[src/valve_loop_pkg.sv]
/*
 * Package for the valve loop supervision block: APB register map,
 * field positions, reset values, mode codes and timing constants.
 * Assumes a 250 MHz system clock and a 32-bit APB slave.
 */
package valve_loop_pkg;

    // Clock and tick timing
    localparam int CLK_MHZ = 250;                        // System clock rate
    localparam int TICK_US = 1000;                       // Window tick period, microseconds
    localparam int TICK_CYCLES = CLK_MHZ * TICK_US;      // Cycles per 1 ms tick
    localparam int WIN_DELAY_MAX_MS = 100;               // Longest window delay

    // Data widths
    localparam int DW = 16;                              // Deviation and current width
    localparam int IW = 24;                              // Integral accumulator width

    // Register byte offsets (chosen)
    localparam logic [7:0] OFF_CTRL = 8'h00;             // Modes and option bits
    localparam logic [7:0] OFF_IWIN = 8'h04;             // Outer and inner windows
    localparam logic [7:0] OFF_ITIME = 8'h08;            // Integration and reduction shifts
    localparam logic [7:0] OFF_WTHR = 8'h0C;             // Target and trailing thresholds
    localparam logic [7:0] OFF_WOFF = 8'h10;             // Solenoid-off threshold
    localparam logic [7:0] OFF_WDLY = 8'h14;             // Three window delays
    localparam logic [7:0] OFF_CUR = 8'h18;              // Min and max current
    localparam logic [7:0] OFF_DEV = 8'h1C;              // Deviation input, write
    localparam logic [7:0] OFF_DEM = 8'h20;              // Current demands A and B
    localparam logic [7:0] OFF_STAT = 8'h24;             // Status, read only
    localparam logic [7:0] OFF_ITERM = 8'h28;            // Integral term, read only
    localparam logic [7:0] OFF_OUT = 8'h2C;              // Output currents, read only

    // CTRL field positions
    localparam int F_CMODE = 0;                          // Controller mode, 4 bits
    localparam int F_OPMODE = 4;                         // Operating mode, 2 bits
    localparam int F_INV_A = 6;
    localparam int F_INV_B = 7;
    localparam int F_IMIN_ON = 8;
    localparam int F_SWAP = 9;
    localparam int F_INPOS = 10;
    localparam int F_IPOL = 11;                          // Out-of-window policy, 2 bits
    localparam int F_ERRPAT = 13;                        // Error pattern, 2 bits
    localparam int F_ENABLE = 15;                        // Controller enabled
    localparam int F_ERROR = 16;                         // Error state
    localparam int F_SIGTYPE = 17;                       // Signal type, 2 bits
    localparam logic [31:0] CTRL_RESET = 32'h0000_0009;  // Mode 9, all options off

    // Controller modes
    localparam logic [3:0] CM_OL_PQ = 4'h3;
    localparam logic [3:0] CM_CL_PQ = 4'h4;
    localparam logic [3:0] CM_OL_POS = 4'h6;
    localparam logic [3:0] CM_CL_SPD = 4'h7;
    localparam logic [3:0] CM_CL_POS = 4'h9;

    // Operating modes
    typedef enum logic [1:0] {
        OP_UNI_1SOL, OP_UNI_2SOL, OP_BIP_2SOL, OP_UNI_2SOL_IND
    } opmode_t;

    // Signal types
    localparam logic [1:0] SIG_V10 = 2'h0;               // 0..10 V
    localparam logic [1:0] SIG_BIP10 = 2'h1;             // +/-10 V

    // Out-of-window integral policy
    typedef enum logic [1:0] {
        IP_CLEAR, IP_HOLD, IP_REDUCE, IP_RSVD
    } ipolicy_t;

    // Error patterns
    localparam logic [1:0] EP_OFF = 2'h0;
    localparam logic [1:0] EP_A = 2'h1;
    localparam logic [1:0] EP_B = 2'h2;
    localparam logic [1:0] EP_AB = 2'h3;

endpackage : valve_loop_pkg

[src/valve_loop_window_and_mode_logic.sv]
/*
 * Loop supervision: integral band selection, target, trailing-error and
 * solenoid-off windows with debounce counted in 1 ms ticks, mode decode and solenoid
 * output options. Assumes an APB master on mclk and software that
 * writes the deviation and current demands.
 */
//
// Function
// - Positive band integrates with positive time
// - Negative band integrates with negative time
// - Inner bands hold the integral term
// - Beyond outer window apply integral policy
// - Target flag after debounced crossing delay
// - Trailing error after debounced excess delay
// - Solenoid-off window, debounced, outputs off
// - In-position option keeps solenoids driven
// - Controller modes 3, 4, 6, 7, 9
// - Per-output inversion refused in 6, 9
// - Minimum current clamp when option set
// - Swap routes demand A to B
// - Operating mode only in modes 3, 6
// - Mode/scaling changes only while disabled
// - Four operating mode values
// - Operating mode adjusts signal type
// - Error pattern: 0 or two-thirds range
// - Integrate only inside outer window
// - Reduce decays; zero time freezes
`timescale 1ns/10ps
`default_nettype none

module valve_loop_window_and_mode_logic
    import valve_loop_pkg::*;
#(
    parameter int TICK_DIV = valve_loop_pkg::TICK_CYCLES  // Cycles per window tick
) (
    input wire logic mclk,
    input wire logic rst,
    input wire logic psel,
    input wire logic penable,
    input wire logic pwrite,
    input wire logic [7:0] paddr,
    input wire logic [31:0] pwdata,
    output logic [31:0] prdata,
    output logic pready,
    output logic pslverr,
    output logic [valve_loop_pkg::DW-1:0] sol_a_current,
    output logic [valve_loop_pkg::DW-1:0] sol_b_current,
    output logic target_reached,
    output logic trailing_error,
    output logic sol_off_active
);
    import valve_loop_pkg::*;

    // Configuration registers
    logic [31:0] ctrl;
    logic [31:0] iwin, itime, wthr, woff, wdly, cur, dem;
    logic signed [DW-1:0] dev;                      // Control deviation
    logic signed [IW-1:0] iterm;                    // Integral accumulator
    logic [19:0] tick_cnt;                          // Tick divider
    logic tick;

    // Field decode
    wire [3:0] cmode = ctrl[F_CMODE +: 4];
    wire enabled = ctrl[F_ENABLE];
    wire in_err = ctrl[F_ERROR];
    wire [1:0] errpat = ctrl[F_ERRPAT +: 2];
    wire ipolicy_t ipol = ipolicy_t'(ctrl[F_IPOL +: 2]);
    wire [DW-1:0] max_solenoid_current = cur[31:16];
    wire [DW-1:0] min_current = cur[15:0];

    // APB decode
    wire wr_en = psel & penable & pwrite & pready;
    wire known = (paddr <= OFF_OUT) && (paddr[1:0] == 2'b00);
    wire cmode_ok = (pwdata[F_CMODE +: 4] == CM_OL_PQ) || (pwdata[F_CMODE +: 4] == CM_CL_PQ)
                 || (pwdata[F_CMODE +: 4] == CM_OL_POS) || (pwdata[F_CMODE +: 4] == CM_CL_SPD)
                 || (pwdata[F_CMODE +: 4] == CM_CL_POS);
    // Mode after this write; a refused code must not let inversion slip through
    wire [3:0] new_cmode = (enabled || !cmode_ok) ? cmode : pwdata[F_CMODE +: 4];
    wire inv_refused = (new_cmode == CM_OL_POS) || (new_cmode == CM_CL_POS);
    wire op_allowed = (new_cmode == CM_OL_PQ) || (new_cmode == CM_OL_POS);
    wire [1:0] req_op = pwdata[F_OPMODE +: 2];
    // Bipolar operation needs the bipolar input; others fall back to 0..10 V
    wire [1:0] auto_sig = (req_op == OP_BIP_2SOL) ? SIG_BIP10 : SIG_V10;

    // Next control word; mode and scaling fields frozen while enabled
    logic [31:0] next_ctrl;
    always_comb begin
        next_ctrl = pwdata;
        next_ctrl[F_CMODE +: 4] = new_cmode;
        if (enabled) begin
            next_ctrl[F_OPMODE +: 2] = ctrl[F_OPMODE +: 2];
            next_ctrl[F_SIGTYPE +: 2] = ctrl[F_SIGTYPE +: 2];
        end else if (op_allowed) begin
            next_ctrl[F_OPMODE +: 2] = req_op;
            next_ctrl[F_SIGTYPE +: 2] = auto_sig;
        end else begin
            next_ctrl[F_OPMODE +: 2] = OP_UNI_1SOL;
            next_ctrl[F_SIGTYPE +: 2] = SIG_V10;
        end
        if (inv_refused) begin
            next_ctrl[F_INV_A] = 1'b0;
            next_ctrl[F_INV_B] = 1'b0;
        end
        next_ctrl[31:19] = 13'h0000;
    end

    // Register writes; zero-wait slave
    always_ff @(posedge mclk or posedge rst) begin
        if (rst) begin
            ctrl <= CTRL_RESET;
            iwin <= 32'h0000_0000;
            itime <= 32'h0000_0000;
            wthr <= 32'h0000_0000;
            woff <= 32'h0000_0000;
            wdly <= 32'h0000_0000;
            cur <= 32'h0000_0000;
            dem <= 32'h0000_0000;
            dev <= '0;
        end else if (wr_en) begin
            case (paddr)
                OFF_CTRL: ctrl <= next_ctrl;
                OFF_IWIN: iwin <= pwdata;
                OFF_ITIME: itime <= pwdata;
                OFF_WTHR: wthr <= pwdata;
                OFF_WOFF: woff <= pwdata;
                OFF_WDLY: wdly <= pwdata;
                OFF_CUR: cur <= pwdata;
                OFF_DEV: dev <= pwdata[DW-1:0];
                OFF_DEM: dem <= pwdata;
                default: ;
            endcase
        end
    end

    // Read mux
    logic [31:0] rd_mux;
    always_comb begin
        case (paddr)
            OFF_CTRL: rd_mux = ctrl;
            OFF_IWIN: rd_mux = iwin;
            OFF_ITIME: rd_mux = itime;
            OFF_WTHR: rd_mux = wthr;
            OFF_WOFF: rd_mux = woff;
            OFF_WDLY: rd_mux = wdly;
            OFF_CUR: rd_mux = cur;
            OFF_DEV: rd_mux = {{(32-DW){dev[DW-1]}}, dev};
            OFF_DEM: rd_mux = dem;
            OFF_STAT: rd_mux = {29'h0000_0000, sol_off_active, trailing_error, target_reached};
            OFF_ITERM: rd_mux = {{(32-IW){iterm[IW-1]}}, iterm};
            OFF_OUT: rd_mux = {sol_b_current, sol_a_current};
            default: rd_mux = 32'h0000_0000;
        endcase
    end

    // APB answer: ready in the access cycle, read data registered in setup
    always_ff @(posedge mclk or posedge rst) begin
        if (rst) begin
            pready <= 1'b0;
            pslverr <= 1'b0;
            prdata <= 32'h0000_0000;
        end else begin
            pready <= psel & ~penable;
            pslverr <= psel & ~penable & ~known;
            prdata <= (psel & ~penable) ? rd_mux : prdata;
        end
    end

    // 1 ms tick divider
    always_ff @(posedge mclk or posedge rst) begin
        if (rst) begin
            tick_cnt <= '0;
            tick <= 1'b0;
        end else begin
            tick <= (tick_cnt == 20'(TICK_DIV - 1));
            tick_cnt <= (tick_cnt == 20'(TICK_DIV - 1)) ? '0 : tick_cnt + 20'd1;
        end
    end

    // Deviation magnitude and integral bands
    wire signed [DW-1:0] abs_dev = dev[DW-1] ? -dev : dev;
    wire [7:0] out_pos = iwin[7:0], in_pos = iwin[15:8];
    wire [7:0] out_neg = iwin[23:16], in_neg = iwin[31:24];
    wire pos_side = ~dev[DW-1];
    wire in_inner = pos_side ? (abs_dev <= $signed({8'h00, in_pos}))
                             : (abs_dev <= $signed({8'h00, in_neg}));
    wire in_outer = pos_side ? (abs_dev < $signed({8'h00, out_pos}))
                             : (abs_dev < $signed({8'h00, out_neg}));
    wire [4:0] sh_pos = itime[4:0], sh_neg = itime[12:8], sh_red = itime[20:16];
    wire [4:0] sh_int = pos_side ? sh_pos : sh_neg;
    wire signed [IW-1:0] dev_ext = IW'(dev);
    wire signed [IW-1:0] step = dev_ext >>> sh_int;
    wire signed [IW-1:0] decay = iterm >>> sh_red;

    // Integral term; shift of 0 means time 0, no integration
    always_ff @(posedge mclk or posedge rst) begin
        if (rst) begin
            iterm <= '0;
        end else if (sh_pos == 5'd0 && sh_neg == 5'd0) begin
            iterm <= '0;
        end else if (tick) begin
            if (in_inner) begin
                iterm <= iterm;
            end else if (in_outer) begin
                if (sh_int != 5'd0) begin
                    iterm <= iterm + step;
                end
            end else begin
                case (ipol)
                    IP_CLEAR: iterm <= '0;
                    IP_REDUCE: iterm <= (sh_red == 5'd0) ? iterm : iterm - decay;
                    default: iterm <= iterm;
                endcase
            end
        end
    end

    // Raw window conditions
    wire raw_target = abs_dev <= $signed({8'h00, wthr[7:0]});
    wire raw_trail = abs_dev > $signed({8'h00, wthr[23:16]});
    wire raw_off = abs_dev <= $signed(woff[DW-1:0]);
    logic next_off;
    // Debounced windows, one instance each
    win_debounce u_target (
        .mclk(mclk), .rst(rst), .tick(tick), .raw(raw_target),
        .delay(wdly[7:0]), .both_edges(1'b1), .flag(target_reached));
    win_debounce u_trail (
        .mclk(mclk), .rst(rst), .tick(tick), .raw(raw_trail),
        .delay(wdly[15:8]), .both_edges(1'b0), .flag(trailing_error));
    win_debounce u_off (
        .mclk(mclk), .rst(rst), .tick(tick), .raw(raw_off),
        .delay(wdly[23:16]), .both_edges(1'b1), .flag(next_off));

    // Output current path
    wire [DW-1:0] dem_a = ctrl[F_SWAP] ? dem[31:16] : dem[15:0];
    wire [DW-1:0] dem_b = ctrl[F_SWAP] ? dem[15:0] : dem[31:16];
    wire [DW-1:0] inv_a = ctrl[F_INV_A] ? max_solenoid_current - dem_a : dem_a;
    wire [DW-1:0] inv_b = ctrl[F_INV_B] ? max_solenoid_current - dem_b : dem_b;
    wire [DW-1:0] clmp_a = (ctrl[F_IMIN_ON] && inv_a < min_current) ? min_current : inv_a;
    wire [DW-1:0] clmp_b = (ctrl[F_IMIN_ON] && inv_b < min_current) ? min_current : inv_b;
    wire [DW+1:0] span2 = {1'b0, max_solenoid_current - min_current, 1'b0};
    wire [DW-1:0] err_on = min_current + DW'(span2 / 3);
    wire off_gate = next_off & ~ctrl[F_INPOS];

    // Output registers
    always_ff @(posedge mclk or posedge rst) begin
        if (rst) begin
            sol_a_current <= '0;
            sol_b_current <= '0;
            sol_off_active <= 1'b0;
        end else begin
            sol_off_active <= off_gate;
            if (in_err) begin
                sol_a_current <= (errpat == EP_A || errpat == EP_AB) ? err_on : '0;
                sol_b_current <= (errpat == EP_B || errpat == EP_AB) ? err_on : '0;
            end else if (!enabled || off_gate) begin
                sol_a_current <= '0;
                sol_b_current <= '0;
            end else begin
                sol_a_current <= clmp_a;
                sol_b_current <= clmp_b;
            end
        end
    end

    // Checks
    property p_off_zero;
        @(posedge mclk) disable iff (rst)
        (off_gate && !in_err) |=> (sol_a_current == '0 && sol_b_current == '0);
    endproperty
    a_off_zero: assert property (p_off_zero) else $error("solenoid-off not zero");
    property p_inpos;
        @(posedge mclk) disable iff (rst) ctrl[F_INPOS] |=> !sol_off_active;
    endproperty
    a_inpos: assert property (p_inpos) else $error("in-position ignored");
    property p_inv;
        @(posedge mclk) disable iff (rst)
        (cmode == CM_OL_POS || cmode == CM_CL_POS) |-> !(ctrl[F_INV_A] || ctrl[F_INV_B]);
    endproperty
    a_inv: assert property (p_inv) else $error("inversion in mode 6 or 9");
    property p_imin;
        @(posedge mclk) disable iff (rst)
        (ctrl[F_IMIN_ON] && enabled && !in_err && !off_gate) |=> sol_a_current >= $past(min_current);
    endproperty
    a_imin: assert property (p_imin) else $error("current below minimum");
    property p_frozen;
        @(posedge mclk) disable iff (rst)
        enabled && $past(enabled) |-> $stable(cmode);
    endproperty
    a_frozen: assert property (p_frozen) else $error("mode changed while enabled");
    property p_err;
        @(posedge mclk) disable iff (rst) (in_err && errpat == EP_OFF) |=> sol_b_current == '0;
    endproperty
    a_err: assert property (p_err) else $error("error pattern off not zero");
    property p_inner;
        @(posedge mclk) disable iff (rst)
        (tick && in_inner && (sh_pos != 5'd0 || sh_neg != 5'd0)) |=> $stable(iterm);
    endproperty
    a_inner: assert property (p_inner) else $error("integral moved in inner band");
    property p_clear;
        @(posedge mclk) disable iff (rst)
        (tick && !in_outer && !in_inner && ipol == IP_CLEAR) |=> iterm == '0;
    endproperty
    a_clear: assert property (p_clear) else $error("integral not cleared");

endmodule : valve_loop_window_and_mode_logic

// Debounce: flag follows raw after delay ticks of steady raw
module win_debounce (
    input wire logic mclk,
    input wire logic rst,
    input wire logic tick,
    input wire logic raw,
    input wire logic [7:0] delay,
    input wire logic both_edges,
    output logic flag
);
    logic [7:0] cnt;
    // Restart on any change; falling edge immediate unless both_edges
    always_ff @(posedge mclk or posedge rst) begin
        if (rst) begin
            cnt <= 8'h00;
            flag <= 1'b0;
        end else if (raw == flag) begin
            cnt <= 8'h00;
        end else if (!raw && !both_edges) begin
            flag <= 1'b0;
            cnt <= 8'h00;
        end else if (cnt >= delay) begin
            flag <= raw;
            cnt <= 8'h00;
        end else if (tick) begin
            cnt <= cnt + 8'h01;
        end
    end

endmodule : win_debounce
`default_nettype wire

[config.mk]
export PLATFORM = sky130hd
export DESIGN_NAME = valve_loop_window_and_mode_logic
export DESIGN_NICKNAME = d
export VERILOG_FILES = /design/src/valve_loop_pkg.sv /design/src/valve_loop_window_and_mode_logic.sv
export SDC_FILE = /design/constraint.sdc
export NUM_CORES = 1
export LEC_CHECK = 0
export BUFFER_PORTS_ARGS = -buffer_cell sky130_fd_sc_hd__buf_2
export CELL_PAD_IN_SITES_DETAIL_PLACEMENT = 1
export CELL_PAD_IN_SITES_GLOBAL_PLACEMENT = 1
export CORE_MARGIN = 4
export CORE_UTILIZATION = 45
export DETAILED_ROUTE_END_ITERATION = 16
export PLACE_DENSITY = 0.81
export SETUP_SLACK_MARGIN = 0.02
export SYNTH_ARGS = -nofsm -noshare
export SYNTH_HDL_FRONTEND = slang
export SYNTH_SLANG_ARGS = --single-unit
[constraint.sdc]
create_clock -name mclk -period 33.3 [get_ports mclk]
set_clock_uncertainty 0.15 [all_clocks]
set_input_delay 3.33 -clock mclk [delete_from_list [all_inputs] [get_ports mclk]]
set_output_delay 3.33 -clock mclk [all_outputs]
set_load 0.005 [all_outputs]
==> summary.txt <==
Outcome
  • Result of the run: finished, final reports clean

Synthesis
  • FFs w/ async S/R, synth: 100.0%
  • Most instantiated flip-flop cell in the synthesis netlist: dfrtp_1
  • Cell taking the most area after synthesis: dfrtp_1
  • Mapped cell area: 28,970 um2
  • Average size of a mapped cell: 9.369 um2
  • Sequential share of the synthesized area: between 30 and 40%
  • Top cells by area, synth: dfrtp_1 (34%), mux2_2 (10%), ha_1 (9.8%)
  • Synthesized netlist net count: 3,371
  • YS warnings: 0
  • Most common cell in the netlist: dfrtp_1
  • Share of the synthesized area in the top cell type: 34.12%
  • Number of enable flip-flop cells after synthesis: 0
  • Commonest cells in the synthesized netlist: dfrtp_1 (395), mux2_2 (260), ha_1 (228)
  • Number of synthesized register bits: 397
  • Mapped Cells: 3,092
  • Count of cell types in the netlist: 103

Critical path
  • Data arrival time at the worst-slack endpoint: 11,380 ps
  • Largest driver fanout on the critical path: 13
  • Critical path's slowest cell: a211oi_1
  • CP Capture Type: register
  • Most used cell, CP: o21ai_0
  • Startpoint type of the worst setup path: register
  • Longest individual stage delay on the worst path: 700 ps
  • Data required, critical path: 33,670 ps
  • Kind of critical path: reg2reg

Global routing
  • Vias in the first global route: 27,861
  • GRT Resource Usage Total: 32.67%
  • Antenna violations before repair: 6
  • Maximum number of pins on one net before global-route repair: between 100 and 150
  • First-pass GRT wire length: 172,300 um
  • Final global-route overflow total: 0

Clocking
  • Clock tree buffer depth: 3
  • Quantity of hold-fixing buffers added after cts: 0
  • Clock slew at the register clock pins of the worst setup and hold paths: 60 ps
  • TritonCTS buffer count: 46
  • Post CTS Setup Buffer Count: 0
  • Worst-skew pair later-pin latency: 620 ps
  • Clock tree from TritonCTS: built
  • Clock root buffer master: clkbuf_16
  • Clk sinks: a little under 400
  • Number of gates resized after cts: 0
  • H-Tree Depth: 2

Finish
  • Number of nets in the final layout: about 3,400
  • Layout cells sized above 1: 18.32%
  • Area Growth Syn to Fin: 10.72%

Floorplan
  • Die Span Y: about 260 um
  • Top Ports: 114
  • Die area: 68,500 um2
  • Die outline width: between 200 and 300 um
  • Initial standard-cell utilization of the core: 45.68%
  • Core Region: between 60,000 and 70,000 um2
  • Cell Rows: 92

Drt
  • Total detailed-routing wirelength: 113,900 um
  • Remaining antenna violation count after routing: 0
  • Wire length per cell after detailed routing: roughly 28 um
  • Ratio of routed vias to standard cells: ~6.5
  • Total iterations of the first detailed-routing run: 7
  • First-iteration detailed-routing DRC count: 2,303
  • DRC violation count after routing: 0
  • Vias: around 26,000

Timing
  • Unrepaired setup endpoints after global routing: no
  • Max Clk Rate: 90.81 MHz
  • Count of final hold-check violations: 0
  • Count of final max-slew check failures: 0
  • Relative max-transition margin: between 20% and 30%
  • Crit share post-route: between 30 and 40%
  • Setup total negative slack: 0 ps
  • Post-layout worst setup margin: ~22,000 ps
  • Transition time at the pin with the least slew margin: 1153 ps
  • Final setup violation count: 0
  • Shortest clock period the worst path allows after layout: 11,010 ps

Power and ir drop
  • Leakage component of the power: 0.01464 uW
  • Largest voltage drop on the vdd net: 29.31 uV
  • Total power divided by cell area: about 37 nW/um2

Job
  • Max-cap check violation count: 0

Place
  • Routability cong.: 0.9699
  • Port Buf Inserts: 113
  • HPWL after DPL: 83,870 um
  • Minimum setup slack after placement: 22,630 ps

Worst hold path
  • Class of the worst hold path: reg2reg
[per-stage QoR]
| step | total power (uW) | instance area (um2) | utilization (%) | cells | hold slack, ps |
|---|---|---|---|---|---|
| 2_1_floorplan | 591.8 | 28970 | - | 3092 | 277.8 |
| 3_5_place_dp | 640.1 | 30400 | 47.93 | 3944 | 312.3 |
| 5_1_grt | 1234 | 32070 | 50.56 | 4028 | 338.8 |
| 3_3_place_gp | 634.5 | 30400 | 47.93 | 3944 | 308.2 |
| 4_1_cts | 1203 | 32070 | 50.56 | 4028 | 326.0 |
| 6_report | 1201 | 32080 | 50.57 | 4031 | 325.3 |
[area by class of cell]
class / instances / area [um2]
Inverter: 206 / 780.7
Fill cell: 7202 / 31350
Multi-Input combinational cell: 2332 / 17680
Antenna cell: 3 / 7.507
Clock buffer: 64 / 1349
Clock inverter: 20 / 320.3
Tap cell: 846 / 1059
Sequential cell: 397 / 9937
Timing Repair Buffer: 163 / 940.9
[report_power, final]
group	internal [uW]	switching (uW)
sequential	488	7.05
combinational	47.4	92.9
clock	338	228
total	874	328
[worst max-delay path, delay by kind of cell, from the launching register on]
kind	cells	cell delay, ps
muxes	1	540
buffers and inverters	1	70
and+or+nand+nor	10	2080
xor gates and xnor gates	2	450
AOI/OAI and AO/OA	23	5660
adders and majority gates	5	1500
DFF	1	460
[logic make-up after synthesis]
logic type / after synthesis / synth area share (%)
simple gates: 752 / 12.76
xor+xnor: 138 / 4.198
mux: 372 / 14.52
flops: 397 / 34.30
buf+inv: 363 / 4.975
fa+ha+maj: 236 / 10.33
compound gates: 834 / 18.91
[state kept, by name (all words and copies together), names as in the netlist, 8 cells and up]
signal / flops
ctrl: 18
cur: 32
dem: 32
dev: 16
iterm: 24
itime: 32
iwin: 32
prdata: 32
sol_a_current: 16
sol_b_current: 16
tick_cnt: 20
u_off.cnt: 8
u_target.cnt: 8
u_trail.cnt: 8
wdly: 32
woff: 32
wthr: 32
[layer usage]
| metal | routed length [um] | global-route usage (%) | part of all wire, % | vias to the layer above |
|---|---|---|---|---|
| met5 | 43 | 0 | 0.038 | - |
| met4 | 8052 | 19.15 | 7.1 | 6 |
| met3 | 8213 | 4.789 | 7.2 | 396 |
| met2 | 53200 | 54.19 | 47 | 1141 |
| met1 | 44380 | 40.66 | 39 | 13349 |
| li1 | - | - | - | 11406 |
[path summary, 6_finish.rpt]
check / start / to / slack (ps) / cells past startpoint
max in group asynchronous: rst / wdly[30] / 27780 / 4
max: cur[0] / sol_b_current[14] / 22290 / 42
min in group asynchronous: rst / ctrl[2] / 2800 / 2
min: prdata[2] / prdata[2] / 330 / 1
min reg2reg: prdata[2] / prdata[2] / 330 / 1
max reg2reg: cur[0] / sol_b_current[14] / 22290 / 42
[layout by cell type, fill, tap and decap left out, drive strengths merged, types with 8 or more instances in the layout]
cell    netlist  layout
nand2       194     194
nor2        199     199
nor4         11      11
nand3        69      69
buf          33     163
a41oi        11      11
clkinv        2       9
a21boi        9       9
mux2        261     261
nand3b       21      21
o21a         10      10
dfrtp       395     395
mux2i        99      99
o22a         12      12
and3         20      20
o31ai        20      20
mux4         12      12
a221oi       35      35
a211oi       25      25
xnor2        97      97
nand2b       49      49
a21o         38      38
clkbuf      124      64
o221ai        8       8
a31oi        20      20
nand4        49      49
o22ai        35      35
or3          14      14
a21oi       207     207
nor3         33      33
nor2b        48      48
o21ai       205     205
or2          12      12
ha          228     228
a22o         23      23
o211ai       10      10
inv         204     205
a22oi       102     102
xor2         41      41
Power figures use the tool's default switching activity.
